==> config.mk <==
export PLATFORM = sky130hd
export DESIGN_NAME = scan_edge_differentiator
export DESIGN_NICKNAME = d
export VERILOG_FILES = /design/src/scan_pkg.sv /design/src/reg_if.sv /design/src/apb_reg_port.sv /design/src/edge_eval.sv /design/src/scan_edge_differentiator.sv
export SDC_FILE = /design/constraint.sdc
export NUM_CORES = 1
export LEC_CHECK = 0
export BUFFER_PORTS_ARGS = -buffer_cell sky130_fd_sc_hd__buf_2
export CAP_MARGIN = 20
export CORE_UTILIZATION = 55
export DETAILED_ROUTE_END_ITERATION = 10
export PLACE_DENSITY = 0.78
export SETUP_SLACK_MARGIN = 0.3
export SLEW_MARGIN = 20
export SYNTH_ARGS = -nofsm -noshare
export SYNTH_HDL_FRONTEND = slang
export SYNTH_SLANG_ARGS = --single-unit
==> constraint.sdc <==
create_clock -name core_clk -period 5.75 [get_ports core_clk]
set_input_delay 1.15 -clock core_clk [delete_from_list [all_inputs] [get_ports core_clk]]
set_output_delay 1.15 -clock core_clk [all_outputs]
set_load 0.005 [all_outputs]
==> src/scan_pkg.sv <==
/*
 * Shared constants and types for the scan-cycle edge differentiator:
 * register offsets, control/status bit positions, reset values and the
 * instruction variant and opcode-class enumerations.
 * Assumes a 32-bit APB register bus with 8-bit byte addresses.
 */
package scan_pkg;
    localparam int DATA_W = 32;
    localparam int ADDR_W = 8;
    localparam int STRB_W = DATA_W / 8;

    // Register byte offsets, one aligned word each
    localparam logic [ADDR_W-1:0] OFF_CTRL   = 8'h00;
    localparam logic [ADDR_W-1:0] OFF_STATUS = 8'h04;
    localparam logic [ADDR_W-1:0] OFF_EVCNT  = 8'h08;
    localparam logic [ADDR_W-1:0] OFF_ILLCNT = 8'h0c;
    localparam logic [ADDR_W-1:0] OFF_FLAGS  = 8'h10;
    localparam logic [ADDR_W-1:0] OFF_KNOWN  = 8'h14;

    // Field positions
    localparam int CTRL_EN_BIT     = 0;
    localparam int CTRL_START_BIT  = 1;
    localparam int STAT_EN_BIT     = 0;
    localparam int STAT_FROZEN_BIT = 1;
    localparam int STAT_ILL_BIT    = 2;

    // Reset and start-of-operation values
    localparam logic CTRL_EN_RST    = 1'b1;
    localparam logic PREV_INIT_RISE = 1'b1;
    localparam logic PREV_INIT_FALL = 1'b0;

    typedef enum logic [1:0] {VAR_NONE, VAR_RISE, VAR_FALL} variant_t;
    typedef enum logic [2:0] {
        OP_LOAD, OP_AND, OP_OR, OP_SET, OP_BIT_RESET, OP_OTHER
    } opclass_t;

    // Differentiated variants keep a previous-value flag
    function automatic logic isDiff(variant_t v);
        return (v == VAR_RISE) || (v == VAR_FALL);
    endfunction

    // Falling variant only exists on a few basic instructions
    function automatic logic fallAllowed(opclass_t op);
        return (op == OP_LOAD) || (op == OP_AND) || (op == OP_OR)
            || (op == OP_SET) || (op == OP_BIT_RESET);
    endfunction
endpackage

==> src/reg_if.sv <==
/*
 * Internal register access channel between the APB port and the
 * register file in the top module.
 * Assumes one clock domain; rdata and known are combinational.
 */
`timescale 1ns/100ps
interface reg_if #(
    parameter int DATA_W = 32,
    parameter int ADDR_W = 8
);
    logic              wrEn;   // Write takes effect this edge
    logic [ADDR_W-1:0] addr;   // Byte address
    logic [DATA_W-1:0] wdata;  // Write data
    logic [DATA_W/8-1:0] wstrb; // Byte enables
    logic [DATA_W-1:0] rdata;  // Read data for addr
    logic              known;  // addr is mapped

    modport bus  (output wrEn, addr, wdata, wstrb, input rdata, known);
    modport regs (input wrEn, addr, wdata, wstrb, output rdata, known);
endinterface

==> src/apb_reg_port.sv <==
/*
 * APB slave front end: no wait states, registered answer.
 * Assumes psel/penable follow APB; the register file answers
 * rdata and known combinationally from the address.
 */
`timescale 1ns/100ps
module apb_reg_port
    import scan_pkg::*;
(
    input  logic                        core_clk, // System clock
    input  logic                        rst,      // Sync reset
    input  logic                        psel,     // Slave select
    input  logic                        penable,  // Access phase
    input  logic                        pwrite,   // Write direction
    input  logic [scan_pkg::ADDR_W-1:0] paddr,    // Byte address
    input  logic [scan_pkg::DATA_W-1:0] pwdata,   // Write data
    input  logic [scan_pkg::STRB_W-1:0] pstrb,    // Byte enables
    output logic [scan_pkg::DATA_W-1:0] prdata,   // Read data
    output logic                        pready,   // Access done
    output logic                        pslverr,  // Unmapped address
    reg_if.bus                          rb        // To register file
);
    wire setupPh  = psel & ~penable;
    wire accessPh = psel & penable & pready;

    // Writes land only at the completing access edge
    assign rb.addr  = paddr;
    assign rb.wdata = pwdata;
    assign rb.wstrb = pstrb;
    assign rb.wrEn  = accessPh & pwrite & rb.known;

    // Answer captured in setup so every APB output is a flop
    always_ff @(posedge core_clk)
    begin
        if (rst)
        begin
            pready  <= 1'b0;
            prdata  <= '0;
            pslverr <= 1'b0;
        end
        else
        begin
            pready  <= setupPh;
            prdata  <= (setupPh & ~pwrite) ? rb.rdata : '0;
            pslverr <= setupPh & ~rb.known;
        end
    end
endmodule // apb_reg_port

==> src/edge_eval.sv <==
/*
 * Combinational execution-condition evaluator for one instruction.
 * Assumes prev already holds the start-of-operation default when the
 * slot has not been evaluated since start.
 */
`timescale 1ns/100ps
module edge_eval
    import scan_pkg::*;
(
    input  scan_pkg::variant_t variant,  // Differentiation variant
    input  logic               isOutput, // Output instruction
    input  logic               invert,   // Negated input form
    input  logic               cond,     // Present condition/result
    input  logic               prev,     // Previous-value flag
    output logic               result    // Execute or power flow
);
    wire risen  = cond & ~prev;
    wire fallen = ~cond & prev;
    wire rawHit = (variant == VAR_RISE) ? risen
                : (variant == VAR_FALL) ? fallen
                : cond;
    // Negation only applies to input forms
    assign result = rawHit ^ (invert & ~isOutput);
endmodule // edge_eval

==> src/scan_edge_differentiator.sv <==
/*
 * Scan-cycle execution-condition logic: per-instruction differentiation
 * with previous-value flags, interlock/jump freeze, immediate refresh
 * strobes and an APB register file for control and observation.
 * Assumes the scan sequencer presents one instruction per evalReq pulse,
 * all inputs synchronous to core_clk, and asserts startOp at the start
 * of operation.
 */
// Our own choices: the placing of the registers and the APB interface to the registers.
`timescale 1ns/100ps
module scan_edge_differentiator
    import scan_pkg::*;
#(
    parameter int NUM_SLOTS = 32,              // Differentiated slots
    parameter int OPADDR_W  = 16,              // Operand word address
    parameter int SLOT_W    = $clog2(NUM_SLOTS)
)
(
    input  logic                        core_clk,    // System clock
    input  logic                        rst,         // Sync reset, high
    // APB register port
    input  logic                        psel,        // Slave select
    input  logic                        penable,     // Access phase
    input  logic                        pwrite,      // Write direction
    input  logic [scan_pkg::ADDR_W-1:0] paddr,       // Byte address
    input  logic [scan_pkg::DATA_W-1:0] pwdata,      // Write data
    input  logic [scan_pkg::STRB_W-1:0] pstrb,       // Byte enables
    output logic [scan_pkg::DATA_W-1:0] prdata,      // Read data
    output logic                        pready,      // Access done
    output logic                        pslverr,     // Unmapped address
    // Scan sequencer request
    input  logic                        startOp,     // Start of operation
    input  logic                        evalReq,     // Evaluate one instr
    input  logic [SLOT_W-1:0]           evalSlot,    // Flag slot index
    input  scan_pkg::variant_t          evalVariant, // Differentiation
    input  scan_pkg::opclass_t          evalOpClass, // Instruction class
    input  logic                        evalRefresh, // Immediate refresh
    input  logic                        evalIsOutput,// Output instruction
    input  logic                        evalInvert,  // Negated input form
    input  logic                        evalCond,    // Condition/result
    input  logic                        evalFrozen,  // Interlock or jump
    input  logic [OPADDR_W-1:0]         evalOperand, // Operand word
    // Result to the sequencer
    output logic                        resValid,    // Result pulse
    output logic                        resExec,     // Output executes
    output logic                        resCond,     // Input power flow
    output logic                        resIllegal,  // Variant refused
    output logic                        refreshIn,   // Refresh source I/O
    output logic                        refreshOut,  // Refresh dest I/O
    output logic [OPADDR_W-1:0]         refreshAddr  // Word to refresh
);
    import scan_pkg::*;

    // Register channel from the APB front end
    reg_if #(.DATA_W(DATA_W), .ADDR_W(ADDR_W)) rb ();

    // Per-slot memory: flag value and whether written since start
    logic [NUM_SLOTS-1:0] prevFlag_q;
    logic [NUM_SLOTS-1:0] prevKnown_q;

    // Control and status state
    logic                 ctrlEn_q;
    logic                 ctrlStart_q;
    logic                 lastFrozen_q;
    logic                 illSeen_q;
    logic [DATA_W-1:0]    evalCount_q;
    logic [DATA_W-1:0]    illCount_q;

    // Result flops; all but refreshPend_q feed the outputs directly
    logic                 resValid_q;
    logic                 resExec_q;
    logic                 resCond_q;
    logic                 resIllegal_q;
    logic                 refreshIn_q;
    logic                 refreshOut_q;
    logic                 refreshPend_q;
    logic [OPADDR_W-1:0]  refreshAddr_q;

    // Start of operation from the pin or from software
    wire initStart = startOp | ctrlStart_q;

    // An evaluation is dropped while start-of-operation is in progress
    wire take = evalReq & ctrlEn_q & ~initStart;

    // Variant decode
    wire diffSel    = isDiff(evalVariant);
    wire illegalSel = (evalVariant == VAR_FALL)
                    & ~fallAllowed(evalOpClass);
    wire refreshSel = evalRefresh;

    // Flag lookup for the addressed slot
    wire prevRaw   = prevFlag_q[evalSlot];
    wire prevKnown = prevKnown_q[evalSlot];

    // Unwritten slots read as the start-of-operation default
    wire prevInit = (evalVariant == VAR_RISE) ? PREV_INIT_RISE
                                              : PREV_INIT_FALL;
    wire prevEff  = prevKnown ? prevRaw : prevInit;

    // Condition evaluation for the present instruction
    logic evalResult;

    edge_eval u_eval (
        .variant  (evalVariant),
        .isOutput (evalIsOutput),
        .invert   (evalInvert),
        .cond     (evalCond),
        .prev     (prevEff),
        .result   (evalResult)
    );

    // A frozen or refused instruction neither runs nor moves its flag
    wire runs       = take & ~evalFrozen & ~illegalSel;
    wire updatePrev = runs & diffSel;
    wire execNow    = runs & evalIsOutput & evalResult;
    wire condNow    = runs & ~evalIsOutput & evalResult;
    wire illNow     = take & illegalSel;

    // Software access decode
    wire selCtrl   = rb.addr == OFF_CTRL;
    wire selStatus = rb.addr == OFF_STATUS;
    wire selEvCnt  = rb.addr == OFF_EVCNT;
    wire selIllCnt = rb.addr == OFF_ILLCNT;
    wire selFlags  = rb.addr == OFF_FLAGS;
    wire selKnown  = rb.addr == OFF_KNOWN;
    wire ctrlWr    = rb.wrEn & selCtrl & rb.wstrb[0];

    // Read-side views; slots beyond one word are not visible
    wire [DATA_W-1:0] ctrlWord   = DATA_W'(ctrlEn_q) << CTRL_EN_BIT;
    wire [DATA_W-1:0] statusWord = (DATA_W'(ctrlEn_q) << STAT_EN_BIT)
                                 | (DATA_W'(lastFrozen_q)
                                    << STAT_FROZEN_BIT)
                                 | (DATA_W'(illSeen_q) << STAT_ILL_BIT);
    wire [DATA_W-1:0] flagsWord  = DATA_W'(prevFlag_q);
    wire [DATA_W-1:0] knownWord  = DATA_W'(prevKnown_q);

    assign rb.known = selCtrl | selStatus | selEvCnt | selIllCnt
                    | selFlags | selKnown;
    assign rb.rdata = selCtrl   ? ctrlWord
                    : selStatus ? statusWord
                    : selEvCnt  ? evalCount_q
                    : selIllCnt ? illCount_q
                    : selFlags  ? flagsWord
                    : selKnown  ? knownWord
                    : '0;

    // APB slave front end
    apb_reg_port u_apb (
        .core_clk (core_clk),
        .rst      (rst),
        .psel     (psel),
        .penable  (penable),
        .pwrite   (pwrite),
        .paddr    (paddr),
        .pwdata   (pwdata),
        .pstrb    (pstrb),
        .prdata   (prdata),
        .pready   (pready),
        .pslverr  (pslverr),
        .rb       (rb.bus)
    );

    // Control register; start bit is a self-clearing one-cycle pulse
    always_ff @(posedge core_clk)
    begin
        if (rst)
        begin
            ctrlEn_q    <= CTRL_EN_RST;
            ctrlStart_q <= 1'b0;
        end
        else
        begin
            if (ctrlWr)
                ctrlEn_q <= rb.wdata[CTRL_EN_BIT];
            ctrlStart_q <= ctrlWr & rb.wdata[CTRL_START_BIT];
        end
    end

    // Previous-value flags. Start clears the flags and the known bits, so
    // each slot picks its own default by variant on first use,
    // which avoids a spurious pulse in the first scan.
    always_ff @(posedge core_clk)
    begin
        if (rst || initStart)
        begin
            prevFlag_q  <= '0;
            prevKnown_q <= '0;
        end
        else if (updatePrev)
        begin
            prevFlag_q[evalSlot]  <= evalCond;
            prevKnown_q[evalSlot] <= 1'b1;
        end
    end

    // Result strobes to the sequencer, one cycle after the request
    always_ff @(posedge core_clk)
    begin
        if (rst)
        begin
            resValid_q   <= 1'b0;
            resExec_q    <= 1'b0;
            resCond_q    <= 1'b0;
            resIllegal_q <= 1'b0;
        end
        else
        begin
            resValid_q   <= take;
            resExec_q    <= execNow;
            resCond_q    <= condNow;
            resIllegal_q <= illNow;
        end
    end

    // Immediate refresh: sources before execution, destinations after.
    // Source refresh cannot precede evalCond here; the sequencer must
    // re-sample when it sees refreshIn if it needs fresh inputs.
    always_ff @(posedge core_clk)
    begin
        if (rst)
        begin
            refreshIn_q   <= 1'b0;
            refreshPend_q <= 1'b0;
            refreshOut_q  <= 1'b0;
            refreshAddr_q <= '0;
        end
        else
        begin
            refreshIn_q   <= runs & refreshSel;
            refreshPend_q <= execNow & refreshSel;
            refreshOut_q  <= refreshPend_q;
            if (take)
                refreshAddr_q <= evalOperand;
        end
    end

    // Observation counters and status; a refused variant's set outranks the
    // start-of-operation clear, though a refused variant is dropped while start is active
    always_ff @(posedge core_clk)
    begin
        if (rst)
        begin
            evalCount_q  <= '0;
            illCount_q   <= '0;
            illSeen_q    <= 1'b0;
            lastFrozen_q <= 1'b0;
        end
        else
        begin
            if (take)
                evalCount_q <= evalCount_q + DATA_W'(1);
            if (illNow)
                illCount_q <= illCount_q + DATA_W'(1);
            if (illNow)
                illSeen_q <= 1'b1;
            else if (initStart)
                illSeen_q <= 1'b0;
            if (take)
                lastFrozen_q <= evalFrozen;
        end
    end

    // Outputs straight from flops
    assign resValid    = resValid_q;
    assign resExec     = resExec_q;
    assign resCond     = resCond_q;
    assign resIllegal  = resIllegal_q;
    assign refreshIn   = refreshIn_q;
    assign refreshOut  = refreshOut_q;
    assign refreshAddr = refreshAddr_q;
endmodule // scan_edge_differentiator

# --- Word-level counts from Yosys, hierarchy flattened ---
# Index checks and enable logic that the tools add are counted.
# W data, S select, Z words.
word_totals:
  reg_bits: 189
  in_bits: 82
  output_inout_bits: 56
  word_cells: 113
classes:
  add_sub_neg: 2
  order_cmp: 2
  eq_ne: 11
  mux: 19
  bitwise: 47
  reduce_logical: 12
ops:
  columns: ["operator", "count"]
  rows:
  - ["$mux W32", 5]
  - ["$add A32 B1 Y32 const B", 2]
  - ["$bwmux W32", 1]
  - ["$or A32 B32 Y32", 1]
  - ["$and A1 B1 Y1", 26]
  - ["$eq A8 B4 Y1 const B", 2]
  - ["$eq A8 B5 Y1 const B", 2]
  - ["$not A1 Y1", 11]
  - ["$bmux W1 S5", 2]
  - ["$mux W1", 10]
  - ["$eq A8 B3 Y1 const B", 1]
  - ["$logic_not A8 Y1", 1]
  - ["$eq A3 B2 Y1 const B", 2]
  - ["$logic_or A1 B1 Y1", 6]
  - ["$lt A5 B6 Y1 const B", 1]
  - ["$or A1 B1 Y1", 6]
  - ["$demux W1 S5", 1]
  - ["$ge A5 B1 Y1 const B", 1]
  - ["$eq A3 B1 Y1 const B", 1]
  - ["$eq A3 B3 Y1 const B", 1]
  - ["$logic_not A3 Y1", 1]
  - ["$or A2 B3 Y3", 1]
  - ["$reduce_or A3 Y1", 1]
  - ["$eq A2 B1 Y1 const B", 1]
  - ["6 further kinds", 6]

# --- Depth between registers and ports, before layout ---
# Gate-level depths: netlist of run 1.
logic_depth:
  word_depth: 12
  mapped_depth: 11

# --- Modules after synthesis ---
# A second synthesis of run 1 with hierarchy kept.
hier_totals:
  cells_unflattened: 1051
  hier_area_um2: 9083.7
modules_own_cells:
  columns: ["module", "n_inst", "cells_per_inst", "area_per_inst_um2", "seq_area_each_um2"]
  rows:
  - ["scan_edge_differentiator", 1, 926, 7727.4, 3103.0]
  - ["apb_reg_port", 1, 119, 1302.5, 680.7]
  - ["edge_eval", 1, 6, 53.8, 0.0]

# --- Worst setup path before layout of run 1 ---
# OpenSTA, ideal clock, no wires.
synth_timing:
  path_kind: "in2reg"
  from: "in evalSlot[0]"
  to: "reg refreshPend_q"
  setup_time_ns: 0.115
  arrival_time_ns: 2.801
  required_ns: 5.635
  path_slack_ns: 2.834
  path_stages: 8
  cell_sequence: "buf_4 > mux4_2 > mux2_2 > a21oi_1 > o22ai_1 > o22a_1 > and3_4 > and2_1"
synth_between:
  elab_chain_cells: 9
  word_cells_on_any_way: 13
synth_rtl:
  columns: ["element", "line_no", "text"]
  rows:
  - ["start: declaration", "scan_edge_differentiator.sv:34", "input logic [SLOT_W-1:0] evalSlot,"]
  - ["$bmux W1 S5 (on tied branches)", "scan_edge_differentiator.sv:92, scan_edge_differentiator.sv:93", null]
  - ["$mux W1 (on tied branches)", "scan_edge_differentiator.sv:92, scan_edge_differentiator.sv:93", null]
  - ["$mux W1 *", "scan_edge_differentiator.sv:98", "wire prevEff = prevKnown ? prevRaw : prevInit;"]
  - ["$and A1 B1 Y1 or $not A1 Y1 (tied branches)", "edge_eval.sv:18, edge_eval.sv:17", null]
  - ["$mux W1 or $and A1 B1 Y1 (tied branches)", "edge_eval.sv:20, edge_eval.sv:17", null]
  - ["$mux W1 *", "edge_eval.sv:19", "wire rawHit = (variant == VAR_RISE) ? risen"]
  - ["$xor A1 B1 Y1 *", "edge_eval.sv:23", "assign result = rawHit ^ (invert & ~isOutput);"]
  - ["$and A1 B1 Y1 *", "scan_edge_differentiator.sv:115", "wire execNow = runs & evalIsOutput & evalResult;"]
  - ["$and A1 B1 Y1 *", "scan_edge_differentiator.sv:230", "refreshPend_q <= execNow & refreshSel;"]
  - ["end signal: assignment", "scan_edge_differentiator.sv:230", null]
  - ["end: declaration", "scan_edge_differentiator.sv:76", "logic refreshPend_q;"]
# Every way passes the cells marked *; elsewhere a longest branch is shown, timed or not. The select of a mux whose other input is x is not followed.
# A chain may end at the register's enable or synchronous reset.

# --- Worst setup path after layout of run 1 ---
layout_timing:
  from: "in startOp"
  to: "reg evalCount_q[27]"
layout_between:
  elab_chain_cells: 3
layout_rtl:
  columns: ["element", "line_no", "text"]
  rows:
  - ["start: declaration", "scan_edge_differentiator.sv:32", "input logic startOp,"]
  - ["$or A1 B1 Y1", "scan_edge_differentiator.sv:80", "wire initStart = startOp | ctrlStart_q;"]
  - ["$not A1 Y1", "scan_edge_differentiator.sv:83", "wire take = evalReq & ctrlEn_q & ~initStart;"]
  - ["$and A1 B1 Y1", "scan_edge_differentiator.sv:83", null]
  - ["end signal: assignment", "scan_edge_differentiator.sv:251", "evalCount_q <= evalCount_q + DATA_W'(1);"]
  - ["end: declaration", "scan_edge_differentiator.sv:66", "logic [DATA_W-1:0] evalCount_q;"]
# Every way passes these cells.

==> out/results.ini, run 1 <==
[run_status]
run_status = completed

[critical_path]
worstPathCellList = buf_2 > and4bb_2 > nand4_1 > nor4_2 > and2b_1 > and3_1 > xnor2_1 > nor2_1
cp_slowest_cell = and4bb_2
worst-path-buf-inv = 1
critPathKind = primary input to flip-flop
cp-start-kind = primary input
crit_fanout = 24
required_ns = 6.04
end_kind = flip-flop
critPathTopFamily = simple AND/OR/NAND/NOR gates
crit_path_max_incr_delay_ns = 0.65
critPathArrivalTime_ns = 3.54

[detailed_routing]
drt-initial-drc-count = 780
wl_per_cell_um = 17.3
drc = 0
drt_first_pass_iters = 8
via_per_inst = 5.84
postRouteAntennaNets = 0
vias = 7055
wirelength_um = 20900

[global_routing]
overflow = 0
grt_usage_pct = 29.1
grt_pass1_vias = 6317
grt_start_max_net_pins = 58
antenna_found_initial = 0
grt_pass1_wl_um = 33300

[clock_tree]
clkTransAtPathRegs_ns = 0.07
post_cts_buffers = 0
insertion_delay_ns = 0.43
clk_path_buf_depth = 2
ctsHoldBuffers = 0
cts_buffers = 17
ctsResizeCount = 0
cts_tree = yes
clockRootBuffer = clkbuf_16
htree_num_levels = 4
cts_sinks = 189

[layout]
drive_gt1_share_pct = 16.0
finish.utilization_pct = 65.1
insertedDiodeCount = 0
nNetsFinal = 1101
area_delta_synth_final_pct = 14.0

[place]
pre_cts_ws_ns = 2.06
port_buffers = 104
gp_congestion = 0.907
hpwl_um = 14300

[hold_path]
min_path_type = flip-flop to flip-flop

[logic_synthesis]
synthSimpleGateAreaFrac_pct = 23.2
synth-xor-area-share_pct = 5.66
synth-async-reset-ratio_pct = 0
syn_inst = 941
synth_nets = 1027
yosys_warnings = 0
synth_top_family_by_area = simple AND/OR/NAND/NOR gates
synth_compound_area_share_pct = 14.1
seq_area_frac_synth_pct = 47.0
muxShareOfSynthArea_pct = 6.14
ys_ff_latch = 189
synth_ff_type = dfxtp_1
synth-edff-count = 0
synthAdderAreaFrac_pct = 0.622
synth_cell_types = 50
synth_area_um2 = 8050
syn_area_per_cell_um2 = 8.55

[floorplanning]
rows = 43
die_h_um = 123
fp.coreArea_um2 = 14100
die_x_um = 123
io_pins = 138
initial_core_util_pct = 57.1
die_area_um2 = 15100

[pwr]
power_switching_uw = 613
power.share.clock_pct = 44.3
power_frac_seq_pct = 51.3
power.internal_uw = 1960
pwr_density_cell_nw_per_um2 = 280
comb_power_share_pct = 4.4
p_sw_share_pct = 23.8
ir_drop_uv = 214
p_leak_uw = 0.00336

[timing]
setup_slack_ns = 2.50
finalHoldViolations = 0
rsz0062_at_grt = no
layout_min_cycle_time_ns = 3.25
max_slew.worst_pin.slew_ns = 1.11
drv_slew = 0
setup_tns_ns = 0
maxSlewHeadroom_pct = 26.1
fmax_ghz = 0.308
finalSetupViolations = 0
finClkSkew_ns = 0.00915
fin_crit_sh_pct = 56.5

[run]
drv_cap = 0

==> metrics by stage <==
stage / total power (uW) / cell area [um2] / hold slack [ns] / std cells
after floorplan: 1420 / 8050 / 0.414 / 941
after global placement: 1460 / 8600 / 0.425 / 1175
after detailed placement: 1460 / 8600 / 0.427 / 1175
after CTS: 2580 / 9170 / 0.443 / 1207
after global routing: 2650 / 9180 / 0.463 / 1208
final: 2570 / 9180 / 0.442 / 1208
==> synth_stat cells (4+ instances only) <==
cell / n / area (um2)
mux2i_1: 28 / 280
nand2b_1: 5 / 31.3
and2_1: 4 / 25.0
dfxtp_1: 189 / 3780
a21oi_1: 88 / 440
ha_1: 4 / 50.1
mux4_2: 8 / 180
or3_1: 14 / 87.6
and3_1: 15 / 93.8
xor2_1: 34 / 298
nor3_1: 10 / 50.1
inv_1: 9 / 33.8
nor2b_1: 5 / 31.3
a22oi_1: 10 / 75.1
a222oi_1: 29 / 290
clkbuf_1: 40 / 150
nand4_1: 13 / 81.3
xnor2_1: 18 / 158
o21a_1: 8 / 60.1
o21ai_0: 41 / 205
buf_2: 10 / 50.1
nand3_1: 25 / 125
nor2_1: 162 / 608
nand2_1: 135 / 507
==> flip-flops by register name, summed over array words and instances, names as in the netlist, 16 cells and up <==
| name | count |
|---|---|
| knownWord | 32 |
| evalCount_q | 32 |
| flagsWord | 32 |
| u_apb.prdata | 32 |
| refreshAddr | 16 |
| illCount_q | 32 |
==> layout by cell type, fill, tap and decap left out, types with 3 or more instances in the layout <==
cell type and count:
xor2_1 34, buf_4 5, nand2_1 135, nand3_1 25, inv_1 9, clkbuf_16 17
clkinv_2 3, buf_2 105, ha_1 4, a21oi_1 88, o21ai_0 40, nor4_1 3
nor3_1 10, nand2b_1 5, nor2b_1 5, dfxtp_1 189, or3_1 14, mux2i_1 28
inv_6 3, o21a_1 8, mux4_2 8, clkinvlp_4 5, and2_1 4, xnor2_1 18
mux2_2 3, nor2_1 162, a22oi_1 10, and3_1 15, nand4_1 13, and4_1 3
a222oi_1 29
==> cell families (layout without fill, tap and decap cells) <==
logic type / after synthesis / count (layout)
compound gates: 184 / 184
xor+xnor: 52 / 52
fa+ha+maj: 4 / 4
buf+inv: 64 / 151
flops: 189 / 189
mux: 39 / 39
simple gates: 409 / 409
==> power groups by stage <==
stage               registers, uW  clock network (uW)  logic [uW]
floorplan                    1350                   0        70.4
global placement             1350                   0         111
detailed placement           1350                   0         113
CTS                          1320                1150         113
global route                 1320                1210         125
finish                       1320                1140         114
==> final cells by class <==
class | count | area, um2
inverter | 9 | 33.8
clock buffer | 17 | 425
timing repair buffer | 110 | 563
sequential | 189 | 3780
multi-input combinational | 688 | 4000
clock inverter | 15 | 140
tap | 180 | 225
fill | 1234 | 4920
==> path summary, 6_finish.rpt <==
kind	start	end	slack [ns]	depth (start not counted)
worst max-delay path	startOp	evalCount_q[27]	2.50	8
worst min-delay path	refreshPend_q	refreshOut	0.44	1
worst max register to register	ctrlEn_q	evalCount_q[27]	2.95	7
worst min register to register	refreshPend_q	refreshOut	0.44	1
==> per-layer routing <==
layer | routed length, um | track usage [%]
met1 | 9270 | 40.4
met2 | 9560 | 44.6
met3 | 1720 | 6.96
met4 | 314 | 8.69
met5 | 0 | 0
Note: power is estimated with default switching activity, not from simulation.
==> run 2, diff against run 1 <==
clock period = 3.1 ns   (was 5.75 ns; I/O delays follow)
==> run 2 against run 1 <==
Effect of this change:
- via count grew 2.6%
- core utilization rose by 1.1 points
- non-clock buffer count grew 15
- flip-flop and latch count did not move
==> out/results.ini, run 2 (same netlist as run 1, synthesis figures left out) <==
[critical_path]
critPathKind = primary input to flip-flop
worstPathCellList = buf_2 > inv_1 > ha_1 > o211ai_1 > nor2_4 > nand3_1 > nor3_1 > nand4_1 > or3_1 > a21oi_1
r2r_slack_ns = 0.79  ; -2.16 ns
cp-start-kind = primary input
crit_fanout = 5  ; -79%
r2r_cells = 7  ; unchanged
crit_path_max_incr_delay_ns = 0.48  ; -0.17 ns
end_kind = flip-flop
required_ns = 3.46  ; -2.58 ns
critPathArrivalTime_ns = 2.94  ; -0.60 ns
rr_startpoint = ctrlEn_q
worstReg2RegEnd = flagsWord[28]
cp_slowest_cell = or3_1

[detailed_routing]
via_per_inst = 5.92  ; +1.4%
postRouteAntennaNets = 0  ; unchanged
drc = 0  ; unchanged
vias = 7238  ; +2.6%
drt_first_pass_iters = 10  ; +2
wirelength_um = 21100  ; +1.2%
wl_per_cell_um = 17.3  ; about the same
drt-initial-drc-count = 1049  ; +34%

[timing]
max_slew.worst_pin.slew_ns = 0.657  ; -0.452 ns
finalHoldViolations = 0  ; unchanged
setup_tns_ns = 0  ; unchanged
maxSlewHeadroom_pct = 56.2  ; +30 points
layout_min_cycle_time_ns = 2.58
hold_slack_ns = 0.361  ; -0.0814 ns
fin_crit_sh_pct = 83.2
finalSetupViolations = 0  ; unchanged
rsz0062_at_grt = no
fmax_ghz = 0.388
finClkSkew_ns = 0.0101  ; +0.000986 ns
drv_slew = 0  ; unchanged

[clock_tree]
clockRootBuffer = clkbuf_16
cts_buffers = 17  ; unchanged
cts_sinks = 189  ; unchanged
ctsHoldBuffers = 0  ; unchanged
post_cts_buffers = 0  ; unchanged
clk_path_buf_depth = 2  ; unchanged
insertion_delay_ns = 0.43  ; about the same
htree_num_levels = 4  ; unchanged
clkTransAtPathRegs_ns = 0.07  ; about the same
ctsResizeCount = 0  ; unchanged
cts_tree = yes

[layout]
area_delta_synth_final_pct = 16.0
final_cell_mix = 189 x dfxtp_1, 162 x nor2_1, 135 x nand2_1
nNetsFinal = 1116  ; +1.4%
seq_area_um2 = 3780  ; unchanged
drive_gt1_share_pct = 17.0  ; +1.0 points
fillerInstances = 1190  ; -3.6%
multi_input_area_um2 = 4000  ; unchanged
insertedDiodeCount = 0  ; unchanged
layout_commonest_cell = dfxtp_1

[pwr]
p_sw_share_pct = 22.3  ; -1.6 points
comb_power_share_pct = 4.5  ; about the same
pwr_density_cell_nw_per_um2 = 523  ; +86%
p_leak_uw = 0.00346  ; +3.1%
power.share.clock_pct = 45.3  ; +1.0 points
power_frac_seq_pct = 50.2  ; -1.1 points
power.internal_uw = 3790  ; +93%
power_switching_uw = 1090  ; +77%
ir_drop_uv = 384  ; +79%

[global_routing]
overflow = 0  ; unchanged
grt_start_max_net_pins = 58  ; unchanged
antenna_found_initial = 0  ; unchanged
grt_pass1_wl_um = 33700  ; +1.1%
grt_pass1_vias = 6633  ; +5.0%
grt_usage_pct = 29.1  ; about the same

[run]
drv_cap = 0  ; unchanged

[hold_path]
hold_end = resCond
min_path_type = primary input to flip-flop
min_path_cells = 2  ; +1
hold_start = evalIsOutput

[run_status]
run_status = completed

[floorplanning]
die_x_um = 123  ; unchanged
io_pins = 138  ; unchanged
initial_core_util_pct = 57.1  ; unchanged
die_area_um2 = 15100  ; unchanged
rows = 43  ; unchanged
die_h_um = 123  ; unchanged
fp.coreArea_um2 = 14100  ; unchanged

[place]
gp_congestion = 0.939  ; +3.5%
hpwl_um = 14600  ; +2.0%
port_buffers = 104  ; unchanged

## run 2: worst max-delay path by stage
stage	from	end	cells after the start	slack, ns
after floorplan	evalSlot[0]	refreshPend_q	8	0.71
after detailed placement	evalVariant[0]	illCount_q[26]	10	0.15
after global placement	evalVariant[0]	illCount_q[26]	10	0.23
after global routing	evalVariant[0]	illCount_q[26]	10	0.39
final	evalVariant[0]	illCount_q[26]	10	0.52
after CTS	evalVariant[0]	illCount_q[26]	10	0.54
## run 2: area by class of cell
cell class / count / area share, %
Multi-Input combinational cell: 688 / 42.9
Sequential cell: 189 / 40.5
Timing Repair Buffer: 125 / 7.40
Clock buffer: 18 / 4.60
Tap cell: 180 / 2.41
Clock inverter: 13 / 1.77
Inverter: 9 / 0.362
## run 2: through the flow
step	power, uW	instance area, um2	std cells	utilization [%]	setup WS (ns)
floorplan	2640	8050	941	-	0.714
global placement	2720	8740	1191	62.0	0.230
detailed placement	2720	8740	1191	62.0	0.151
CTS	4900	9330	1222	66.2	0.540
global route	5030	9330	1222	66.2	0.393
finish	4880	9330	1222	66.2	0.520
## run 2: worst max-delay path, delay by kind of cell
kind | cells | cell delay [ns]
simple gates | 5 | 1.58
buf+inv | 2 | 0.16
compound gates | 2 | 0.39
fa+ha+maj | 1 | 0.19
## run 2: routing by layer
layer	share of wire [%]	wire length, um	vias up	GRT usage, %
met4	2.3	482	0	10.3
met2	46	9640	344	44.6
met3	9.3	1970	34	7.10
met5	0	0	-	0
met1	43	9040	3404	39.8
li1	-	-	3456	-
## run 2: power by group through the flow
stage | registers (uW) | clock network (uW) | logic, uW
6_report | 2450 | 2210 | 218
5_1_grt | 2450 | 2340 | 240
4_1_cts | 2450 | 2230 | 217
3_5_place_dp | 2510 | 0 | 216
3_3_place_gp | 2510 | 0 | 213
2_1_floorplan | 2510 | 0 | 131
